[src/hw/vrcp_regs.svh]
// Constants of the voice recorder command port controller.
// Assumes a 20 MHz clock and a byte-addressed Avalon-MM register map.
`ifndef VRCP_REGS_SVH
`define VRCP_REGS_SVH

// ==========================================================
// Register offsets (byte addresses)
`define VRCP_OFS_CMD 8'h00
`define VRCP_OFS_CFG 8'h04
`define VRCP_OFS_BWR 8'h08
`define VRCP_OFS_STAT 8'h0C
`define VRCP_BRD_TAG 3'h1

// ==========================================================
// Field positions
`define VRCP_CMD_ONLY_BIT 8
`define VRCP_CFG_RATE_LSB 0
`define VRCP_CFG_PART_LSB 2
`define VRCP_CFG_SLOT_LSB 4
`define VRCP_CFG_LAYOUT_BIT 7
`define VRCP_CFG_TRIG_LSB 8
`define VRCP_CFG_WIDTH_BIT 10
`define VRCP_CFG_RESET 11'h000
`define VRCP_STAT_CLR_BIT 1
`define VRCP_WORD_BUSY_BIT 0
`define VRCP_WORD_ACTIVE_BIT 1

// ==========================================================
// Command codes
`define VRCP_IDLE_CMD 4'h0
`define VRCP_PAUSE_CMD 4'h1
`define VRCP_PLAY_CMD 4'h2
`define VRCP_RECORD_MODE_CMD 4'h3
`define VRCP_START_CMD 4'h4
`define VRCP_STOP_CMD 4'h5
`define VRCP_RATE_SELECT_CMD 4'h6
`define VRCP_SLOT_SELECT_CMD 4'h7
`define VRCP_BOUNDS_WRITE_CMD 4'h8
`define VRCP_BOUNDS_READ_CMD 4'h9
`define VRCP_RAW_TRANSFER_CMD 4'hA
`define VRCP_EXTERNAL_STORE_CMD 4'hB
`define VRCP_TRIGGER_CONFIG_CMD 4'hC

// ==========================================================
// Timing
`define VRCP_CLK_NS 50
`define VRCP_T_CMD_NS 16000
`define VRCP_T_ADDR_NS 50000
`define VRCP_T_LONG_NS 270000
`define VRCP_T_BOOT_NS 125000
`define VRCP_T_SETTLE_NS 500000
`define VRCP_T_STB_NS 150

`endif

[src/hw/vrcp_pkg.sv]
// Types of the voice recorder command port controller.
// Assumes nothing beyond a SystemVerilog compiler.
package vrcp_pkg;

  // ==========================================================
  // Sequencer states
  typedef enum logic [2:0] {
    ST_BOOT,
    ST_IDLE,
    ST_POLL,
    ST_WRITE,
    ST_HOLD,
    ST_STEP,
    ST_READ,
    ST_WAIT
  } vrcp_state_t;

endpackage

[src/hw/vrcp_nib_mem.sv]
// Small memory that keeps the nibbles returned by a bounds read.
// Assumes one clock; read data come out of a register.
`timescale 1ns/1ns
module vrcp_nib_mem #(
  parameter int P_W = 4,
  parameter int P_D = 8,
  parameter int P_AW = 3
)(
  // Clock
  input wire logic i_clk,
  input wire logic i_rstn,
  input wire logic i_ce,
  // Write port
  input wire logic i_we,
  input wire logic [P_AW-1:0] i_waddr,
  input wire logic [P_W-1:0] i_wdata,
  // Read port
  input wire logic [P_AW-1:0] i_raddr,
  output logic [P_W-1:0] o_rdata
);
  logic [P_W-1:0] mem_reg [P_D];

  always_ff @(posedge i_clk)
  begin
    if (i_ce && i_we)
    begin
      mem_reg[i_waddr] <= i_wdata;
    end
  end

  always_ff @(posedge i_clk)
  begin
    if (!i_rstn)
    begin
      o_rdata <= '0;
    end
    else if (i_ce)
    begin
      o_rdata <= mem_reg[i_raddr];
    end
  end
endmodule // vrcp_nib_mem

[src/hw/vrcp_host.sv]
// Host controller that drives the recorder over its 4-bit parallel port.
// Assumes an Avalon-MM master and a recorder bus synchronous to i_clk.
//
// What this block does
// - Command nibble codes zero through twelve
// - Rate select sends partition and rate nibble
// - Slot select sends layout flag and slot
// - Bounds write sends eight more nibbles
// - Bounds read takes eight read strobes
// - Trigger config sends width and level nibble
// - No command while busy bit high
// - While active only stop, pause, start or data-only nibbles
// - Bounds commands long busy, nibbles shorter
// - After external store, a timed wait replaces the busy poll before a command's first nibble
// - Strobes only while chip select low
`timescale 1ns/1ns
`include "vrcp_regs.svh"
module vrcp_host
  import vrcp_pkg::*;
#(
  parameter int P_LONG_CYC = 5400,
  parameter int P_BOOT_CYC = 12500
)(
  // Clock and reset
  input wire logic i_clk,
  input wire logic i_rstn,
  input wire logic i_ce,
  // Avalon-MM slave
  input wire logic [7:0] i_address,
  input wire logic i_read,
  input wire logic i_write,
  input wire logic [31:0] i_writedata,
  input wire logic [3:0] i_byteenable,
  output logic [31:0] o_readdata,
  output logic o_waitrequest,
  // Recorder port
  input wire logic [3:0] i_dbus,
  output logic [3:0] o_dbus,
  output logic o_dbus_oe,
  output logic o_ce_n,
  output logic o_wr_n,
  output logic o_rd_n
);

  // ==========================================================
  // Helpers
  function automatic logic [15:0] cyc(input int ns);
    int c;
    c = (ns + `VRCP_CLK_NS - 1) / `VRCP_CLK_NS;
    if (c < 1)
    begin
      c = 1;
    end
    return c[15:0];
  endfunction

  function automatic logic [3:0] nib_total(input logic [3:0] cmd,
                                           input logic only);
    if (only)
    begin
      return 4'h1;
    end
    case (cmd)
      `VRCP_BOUNDS_WRITE_CMD: return 4'h9;
      `VRCP_RATE_SELECT_CMD,
      `VRCP_SLOT_SELECT_CMD,
      `VRCP_TRIGGER_CONFIG_CMD: return 4'h2;
      default: return 4'h1;
    endcase
  endfunction

  function automatic logic [3:0] nib_of(input logic [3:0] cmd,
      input logic only, input logic [3:0] data, input logic [3:0] idx,
      input logic [10:0] cfg, input logic [31:0] bwr);
    logic [31:0] s;
    s = bwr >> {idx - 4'h1, 2'b00};
    if (only)
    begin
      return data;
    end
    if (idx == 4'h0)
    begin
      return cmd;
    end
    case (cmd)
      `VRCP_RATE_SELECT_CMD:
        return {cfg[`VRCP_CFG_PART_LSB+:2], cfg[`VRCP_CFG_RATE_LSB+:2]};
      `VRCP_SLOT_SELECT_CMD:
        return {cfg[`VRCP_CFG_LAYOUT_BIT], cfg[`VRCP_CFG_SLOT_LSB+:3]};
      `VRCP_TRIGGER_CONFIG_CMD:
        return {1'b0, cfg[`VRCP_CFG_WIDTH_BIT],
                cfg[`VRCP_CFG_TRIG_LSB+:2]};
      `VRCP_BOUNDS_WRITE_CMD: return s[3:0];
      default: return data;
    endcase
  endfunction

  localparam logic [15:0] CYC_STB = cyc(`VRCP_T_STB_NS);
  localparam logic [15:0] CYC_ADDR = cyc(`VRCP_T_ADDR_NS);
  localparam logic [15:0] CYC_LONG = 16'(P_LONG_CYC);
  localparam logic [15:0] CYC_BOOT = 16'(P_BOOT_CYC);

  // ==========================================================
  // Register bus
  logic [1:0] phase_reg, phase_next;
  logic wait_reg, wait_next;
  logic [31:0] rdata_reg, rdata_next;
  logic [10:0] cfg_reg, cfg_next;
  logic [31:0] bwr_reg, bwr_next;
  logic [3:0] mem_rdata;
  logic take_wr, go, clr_refused;

  vrcp_state_t state_reg, state_next, ret_reg, ret_next;
  logic [15:0] cnt_reg, cnt_next;
  logic [3:0] idx_reg, idx_next;
  logic [3:0] cmd_reg, cmd_next, data_reg, data_next;
  logic only_reg, only_next;
  logic [3:0] word_reg, word_next;
  logic refused_reg, refused_next, stream_reg, stream_next;
  logic mem_we;
  logic [3:0] dbus_next;
  logic oe_next, ce_n_next, wr_n_next, rd_n_next;

  // Writes land only on the edge where waitrequest is low
  assign take_wr = (phase_reg == 2'h2) && i_write && i_byteenable[0];
  assign go = take_wr && (i_address == `VRCP_OFS_CMD);
  assign clr_refused = take_wr && (i_address == `VRCP_OFS_STAT) &&
                       i_writedata[`VRCP_STAT_CLR_BIT];

  always_comb
  begin
    phase_next = phase_reg;
    wait_next = wait_reg;
    rdata_next = rdata_reg;
    cfg_next = cfg_reg;
    bwr_next = bwr_reg;
    case (phase_reg)
      2'h0:
      begin
        if (i_read || i_write)
        begin
          phase_next = 2'h1;
        end
      end
      2'h1:
      begin
        // Extra cycle lets the nibble memory register its output
        phase_next = 2'h2;
        wait_next = 1'b0;
        rdata_next = 32'h0000_0000;
        if (i_address[7:5] == `VRCP_BRD_TAG && i_address[1:0] == 2'h0)
        begin
          rdata_next = {28'h000_0000, mem_rdata};
        end
        else
        begin
          case (i_address)
            `VRCP_OFS_CMD: rdata_next = {23'h00_0000, only_reg,
                                         data_reg, cmd_reg};
            `VRCP_OFS_CFG: rdata_next = {21'h00_0000, cfg_reg};
            `VRCP_OFS_BWR: rdata_next = bwr_reg;
            `VRCP_OFS_STAT: rdata_next = {24'h00_0000, word_reg, 1'b0,
                                          stream_reg, refused_reg,
                                          state_reg != ST_IDLE};
            default: rdata_next = 32'h0000_0000;
          endcase
        end
      end
      default:
      begin
        phase_next = 2'h0;
        wait_next = 1'b1;
        if (take_wr && i_address == `VRCP_OFS_CFG)
        begin
          cfg_next = i_writedata[10:0];
        end
        if (i_write && i_address == `VRCP_OFS_BWR)
        begin
          for (int b = 0; b < 4; b++)
          begin
            if (i_byteenable[b])
            begin
              bwr_next[8*b+:8] = i_writedata[8*b+:8];
            end
          end
        end
      end
    endcase
  end

  always_ff @(posedge i_clk)
  begin
    if (!i_rstn)
    begin
      phase_reg <= 2'h0;
      wait_reg <= 1'b1;
      rdata_reg <= 32'h0000_0000;
      cfg_reg <= `VRCP_CFG_RESET;
      bwr_reg <= 32'h0000_0000;
    end
    else if (i_ce)
    begin
      phase_reg <= phase_next;
      wait_reg <= wait_next;
      rdata_reg <= rdata_next;
      cfg_reg <= cfg_next;
      bwr_reg <= bwr_next;
    end
  end

  assign o_readdata = rdata_reg;
  assign o_waitrequest = wait_reg;

  // ==========================================================
  // Command sequencer
  always_comb
  begin
    state_next = state_reg;
    ret_next = ret_reg;
    cnt_next = cnt_reg;
    idx_next = idx_reg;
    cmd_next = cmd_reg;
    data_next = data_reg;
    only_next = only_reg;
    word_next = word_reg;
    refused_next = refused_reg;
    stream_next = stream_reg;
    mem_we = 1'b0;
    if (clr_refused)
    begin
      refused_next = 1'b0;
    end
    case (state_reg)
      ST_BOOT:
      begin
        // Device stays busy after reset; status is not trusted yet
        if (cnt_reg == 16'h0000)
        begin
          state_next = ST_IDLE;
        end
        else
        begin
          cnt_next = cnt_reg - 16'h0001;
        end
      end
      ST_IDLE:
      begin
        if (go)
        begin
          // Uses the status word seen at the last poll
          if (word_reg[`VRCP_WORD_ACTIVE_BIT] &&
              !i_writedata[`VRCP_CMD_ONLY_BIT] &&
              !(i_writedata[3:0] inside {`VRCP_STOP_CMD, `VRCP_PAUSE_CMD,
                                         `VRCP_START_CMD}))
          begin
            refused_next = 1'b1;
          end
          else
          begin
            cmd_next = i_writedata[3:0];
            data_next = i_writedata[7:4];
            only_next = i_writedata[`VRCP_CMD_ONLY_BIT];
            idx_next = 4'h0;
            cnt_next = CYC_STB - 16'h0001;
            state_next = stream_reg ? ST_WRITE : ST_POLL;
          end
        end
      end
      ST_POLL:
      begin
        if (cnt_reg == 16'h0000)
        begin
          word_next = i_dbus;
          cnt_next = CYC_STB - 16'h0001;
          if (i_dbus[`VRCP_WORD_BUSY_BIT])
          begin
            ret_next = ST_POLL;
            state_next = ST_WAIT;
          end
          else
          begin
            state_next = ST_WRITE;
          end
        end
        else
        begin
          cnt_next = cnt_reg - 16'h0001;
        end
      end
      ST_WRITE:
      begin
        if (cnt_reg == 16'h0000)
        begin
          state_next = ST_HOLD;
        end
        else
        begin
          cnt_next = cnt_reg - 16'h0001;
        end
      end
      ST_HOLD:
      begin
        state_next = ST_STEP;
      end
      ST_STEP:
      begin
        if (!only_reg && cmd_reg == `VRCP_BOUNDS_READ_CMD)
        begin
          // No busy bit here, so the host waits the full time
          idx_next = 4'h0;
          cnt_next = CYC_LONG - 16'h0001;
          ret_next = ST_READ;
          state_next = ST_WAIT;
        end
        else if (4'(idx_reg + 4'h1) < nib_total(cmd_reg, only_reg))
        begin
          idx_next = idx_reg + 4'h1;
          cnt_next = CYC_STB - 16'h0001;
          state_next = ST_POLL;
        end
        else
        begin
          if (!only_reg && cmd_reg == `VRCP_EXTERNAL_STORE_CMD)
          begin
            stream_next = 1'b1;
          end
          if (!only_reg && cmd_reg == `VRCP_STOP_CMD)
          begin
            stream_next = 1'b0;
          end
          if (stream_next)
          begin
            cnt_next = CYC_ADDR - 16'h0001;
            ret_next = ST_IDLE;
            state_next = ST_WAIT;
          end
          else
          begin
            state_next = ST_IDLE;
          end
        end
      end
      ST_READ:
      begin
        if (cnt_reg == 16'h0000)
        begin
          mem_we = 1'b1;
          idx_next = idx_reg + 4'h1;
          cnt_next = CYC_ADDR - 16'h0001;
          ret_next = (idx_reg == 4'h7) ? ST_IDLE : ST_READ;
          state_next = ST_WAIT;
        end
        else
        begin
          cnt_next = cnt_reg - 16'h0001;
        end
      end
      ST_WAIT:
      begin
        if (cnt_reg == 16'h0000)
        begin
          state_next = ret_reg;
          cnt_next = CYC_STB - 16'h0001;
        end
        else
        begin
          cnt_next = cnt_reg - 16'h0001;
        end
      end
      default:
      begin
        state_next = ST_IDLE;
      end
    endcase
    // Orders while the sequencer works are dropped
    if (go && state_reg != ST_IDLE)
    begin
      refused_next = 1'b1;
    end
    // Pins follow the next state so each output is a flop
    ce_n_next = !(state_next inside {ST_POLL, ST_READ, ST_WRITE,
                                     ST_HOLD});
    rd_n_next = !(state_next inside {ST_POLL, ST_READ});
    wr_n_next = (state_next != ST_WRITE);
    oe_next = (state_next inside {ST_WRITE, ST_HOLD});
    dbus_next = o_dbus;
    if (state_next == ST_WRITE)
    begin
      dbus_next = nib_of(cmd_next, only_next, data_next, idx_next,
                         cfg_reg, bwr_reg);
    end
  end

  always_ff @(posedge i_clk)
  begin
    if (!i_rstn)
    begin
      state_reg <= ST_BOOT;
      ret_reg <= ST_IDLE;
      cnt_reg <= CYC_BOOT - 16'h0001;
      idx_reg <= 4'h0;
      cmd_reg <= `VRCP_IDLE_CMD;
      data_reg <= 4'h0;
      only_reg <= 1'b0;
      word_reg <= 4'h0;
      refused_reg <= 1'b0;
      stream_reg <= 1'b0;
      o_dbus <= 4'h0;
      o_dbus_oe <= 1'b0;
      o_ce_n <= 1'b1;
      o_wr_n <= 1'b1;
      o_rd_n <= 1'b1;
    end
    else if (i_ce)
    begin
      state_reg <= state_next;
      ret_reg <= ret_next;
      cnt_reg <= cnt_next;
      idx_reg <= idx_next;
      cmd_reg <= cmd_next;
      data_reg <= data_next;
      only_reg <= only_next;
      word_reg <= word_next;
      refused_reg <= refused_next;
      stream_reg <= stream_next;
      o_dbus <= dbus_next;
      o_dbus_oe <= oe_next;
      o_ce_n <= ce_n_next;
      o_wr_n <= wr_n_next;
      o_rd_n <= rd_n_next;
    end
  end

  // ==========================================================
  // Bounds read store
  vrcp_nib_mem #(
    .P_W(4),
    .P_D(8),
    .P_AW(3)
  ) u_mem (
    .i_clk(i_clk),
    .i_rstn(i_rstn),
    .i_ce(i_ce),
    .i_we(mem_we),
    .i_waddr(idx_reg[2:0]),
    .i_wdata(i_dbus),
    .i_raddr(i_address[4:2]),
    .o_rdata(mem_rdata)
  );
endmodule // vrcp_host

[config.mk]
export PLATFORM = sky130hd
export DESIGN_NAME = vrcp_host
export DESIGN_NICKNAME = d
export VERILOG_FILES = /design/src/hw/vrcp_pkg.sv /design/src/hw/vrcp_nib_mem.sv /design/src/hw/vrcp_host.sv
export VERILOG_INCLUDE_DIRS = /design/src /design/src/hw
export SDC_FILE = /design/constraint.sdc
export NUM_CORES = 1
export LEC_CHECK = 0
export ABC_CLOCK_PERIOD_IN_PS = 4000
export BUFFER_PORTS_ARGS = -buffer_cell sky130_fd_sc_hd__buf_2
export CORE_ASPECT_RATIO = 1.4
export CORE_MARGIN = 2
export CORE_UTILIZATION = 45
export DETAILED_ROUTE_END_ITERATION = 10
export PLACE_DENSITY = 0.67
export SKIP_LAST_GASP = 1
export SYNTH_ARGS = -nofsm -noshare
export SYNTH_HDL_FRONTEND = slang
export SYNTH_SLANG_ARGS = --single-unit
export TNS_END_PERCENT = 10
[constraint.sdc]
create_clock -name i_clk -period 4 [get_ports i_clk]
set_clock_uncertainty 0.05 [all_clocks]
set_input_delay 0.2 -clock i_clk [delete_from_list [all_inputs] [get_ports i_clk]]
set_output_delay 0.2 -clock i_clk [all_outputs]
set_load 0.005 [all_outputs]
==> impl_metrics.py <==
metrics = {
    "logic_synthesis": {
        "yosys_warnings": 0,
        "synthesis.instances": 869,
        "synth_enable_flop_cells": 32,
        "synthDominantCellAreaShare": 0.332,
        "ys_seq_elements": 163,
        "synth_cell_types": 77,
        "synth.area.top_cells": "dfxtp_1, edfxtp_1, nand2_1",
        "syn_area_per_cell_um2": 9.09,
        "synth_ff_type": "dfxtp_1",
        "ys_seq_area_frac": 0.454,
        "synth_area_um2": 7900,
        "synth_area_leader_cell": "dfxtp_1",
        "async_flop_share": 0,
        "synth_nets": 927,
    },
    "worst_setup_path": {
        "r2r_cells": 15,
        "critPathRequiredTime_ps": 4260,
        "r2r_slack_ps": 180,
        "startpoint_type": "register",
        "cp-end-kind": "register",
        "critPathArrivalTime_ps": 4080,
        "crit_type": "reg2reg",
        "critPathMaxFanout": 7,
    },
    "route": {
        "dr.pass1.iters": 5,
        "wl_mm": 22.8,
        "drt-initial-drc-count": 397,
        "wl_per_cell_um": 18.3,
        "ant_nets": 0,
        "drc": 0,
        "num_vias": 7044,
        "viasPerCell": 5.68,
    },
    "clock_network": {
        "cts_tree": "built",
        "clockBufferDepth": 2,
        "clock_latency_ps": 430,
        "cts_sinks": 163,
        "cts.clk_slew.worst_paths_ps": 70,
        "cts-buffers-inserted": 17,
        "htreeDepth": 4,
        "cts_setup_buffers": 0,
        "root_buffer": "clkbuf_16",
    },
    "layout": {
        "final_layout_size_suffix_gt1_frac": 0.208,
        "design_area_um2": 9590,
        "area_growth_pct": 21.5,
        "fin_nets": 1050,
        "final_cell_mix": "nand2_1, dfxtp_1, nor2_1",
        "n_antenna_cell": 0,
        "final_common_cell": "nand2_1",
        "final_cells": 1241,
        "utilization": 0.556,
    },
    "placement": {
        "place_ws_ps": 110,
        "placed_area_um2": 8750,
        "place.gp.congestion": 0.935,
        "dpl.hpwl_mm": 16.7,
        "io_buffer_count": 93,
        "placedCellCount": 1183,
    },
    "sta": {
        "worst_slack_ps": 179,
        "tightest_slew_ps": 865,
        "drv_slew": 0,
        "setup_viol": 0,
        "relSlewSlack": 0.423,
        "fin_crit_ps": 3820,
        "max_freq_mhz": 262,
        "hold_viol": 0,
        "finalCritPeriodShare": 0.955,
    },
    "floorplan": {
        "row_count": 57,
        "ios": 94,
        "core_area_um2": 17300,
        "die_h_um": 161,
        "start_util": 0.457,
        "fp.dieW_um": 116,
        "die-area_um2": 18600,
    },
    "power_and_ir_drop": {
        "comb_power_share": 0.094,
        "power.internal_mw": 2.72,
        "p_switching_mw": 0.950,
        "irDropWorstVdd_mv": 0.321,
        "p_clk_frac": 0.437,
        "switching_share": 0.259,
        "p_leak_nw": 3.56,
        "powerDensity_nw_per_um2": 382,
        "power_frac_seq": 0.468,
    },
    "job": {
        "cap_violations": 0,
    },
    "worst_hold_path": {
        "hp-class": "in2reg",
        "whs_path_depth": 3,
    },
    "global_route": {
        "gr-usage-all-layers": 0.251,
        "grt_pass1_vias": 6759,
        "antenna_found_initial": 0,
        "grt_overflow": 0,
        "grt_max_degree": 52,
        "grt_first_pass_wirelength_mm": 36.1,
    },
    "outcome": {
        "outcome": "finished clean",
    },
}
-- power by group through the flow --
stage | Clock, mW | Sequential (mW) | Combinational [mW]
6_report | 1.60 | 1.72 | 0.345
5_1_grt | 1.68 | 1.72 | 0.379
4_1_cts | 1.62 | 1.72 | 0.343
3_5_place_dp | 0 | 1.75 | 0.322
3_3_place_gp | 0 | 1.75 | 0.321
2_1_floorplan | 0 | 1.75 | 0.206
-- layer usage --
layer	routed length [µm]	GRT usage	part of all wire	vias up
li1	-	-	-	3416
met1	8670	0.283	0.38	3385
met2	12400	0.461	0.54	195
met3	884	0.0408	0.039	48
met4	820	0.107	0.036	0
met5	0	0	0	-
-- synthesized netlist by cell type, types with 4 or more instances --
| library cell | n |
|---|---|
| a211oi_1 | 17 |
| a21oi_1 | 77 |
| a221oi_1 | 8 |
| a22oi_1 | 29 |
| a31oi_1 | 8 |
| and2_1 | 8 |
| buf_1 | 9 |
| buf_2 | 4 |
| clkbuf_1 | 39 |
| dfxtp_1 | 131 |
| edfxtp_1 | 32 |
| ha_1 | 5 |
| inv_1 | 10 |
| mux2_2 | 4 |
| mux2i_1 | 23 |
| mux4_2 | 20 |
| nand2_1 | 148 |
| nand2b_1 | 11 |
| nand3_1 | 19 |
| nand4_1 | 5 |
| nor2_1 | 101 |
| nor2b_1 | 8 |
| nor3_1 | 18 |
| nor3b_1 | 4 |
| nor4_1 | 8 |
| o211ai_1 | 5 |
| o21ai_0 | 30 |
| o311ai_0 | 4 |
| o31ai_1 | 4 |
| or3_1 | 4 |
| xnor2_1 | 10 |
-- worst max-delay path, cell delays in order, from the launching register on --
cell       delay (ps)
dfxtp_1           310
or3b_1            390
buf_4             170
a21o_1            150
ha_1              280
nand2b_1           50
a31oi_1           200
buf_4             160
nor2_1             60
o211ai_2          280
a22oi_2           140
ha_2              440
mux4_2            310
mux2_4            280
a2111oi_4         350
a211oi_1           70
-- layout make-up --
type / instances / area [µm²]
timing repair buffer: 157 / 1010
inverter: 11 / 42.5
sequential: 163 / 3580
clock buffer: 18 / 429
clock inverter: 14 / 141
tap: 236 / 295
multi-input combinational: 642 / 4090
fill: 1605 / 7670
-- metrics by stage --
stage                     power, mW  TNS [ps]  hold slack, ps
after CTS                      3.69         0            6.76
final                          3.67         0            17.6
after detailed placement       2.08         0             398
after floorplan                1.96         0             249
after global placement         2.07         0             398
after global routing           3.78     -6.60            11.0
-- what timing repair did --
item,in CTS,in global routing
gates resized for setup,0,4
endpoints found under the setup margin,0,3
hold buffers,26,0
hold endpoints to repair,30,0
-- cells by family after synthesis --
logic type	synth area share
and+or+nand+nor	0.202
AOI/OAI and AO/OA	0.187
DFF	0.454
adders and majority gates	0.00792
muxes	0.103
xor gates and xnor gates	0.0143
buffers and inverters	0.0320
-- path summary, 6_finish.rpt --
kind,from,end
setup reg to reg,cmd_reg[0],o_dbus[1]
setup / recovery,cmd_reg[0],o_dbus[1]
hold / removal,i_writedata[7],bwr_reg[7]
hold reg to reg,o_ce_n,o_ce_n
Power figures use the tool's default switching activity.
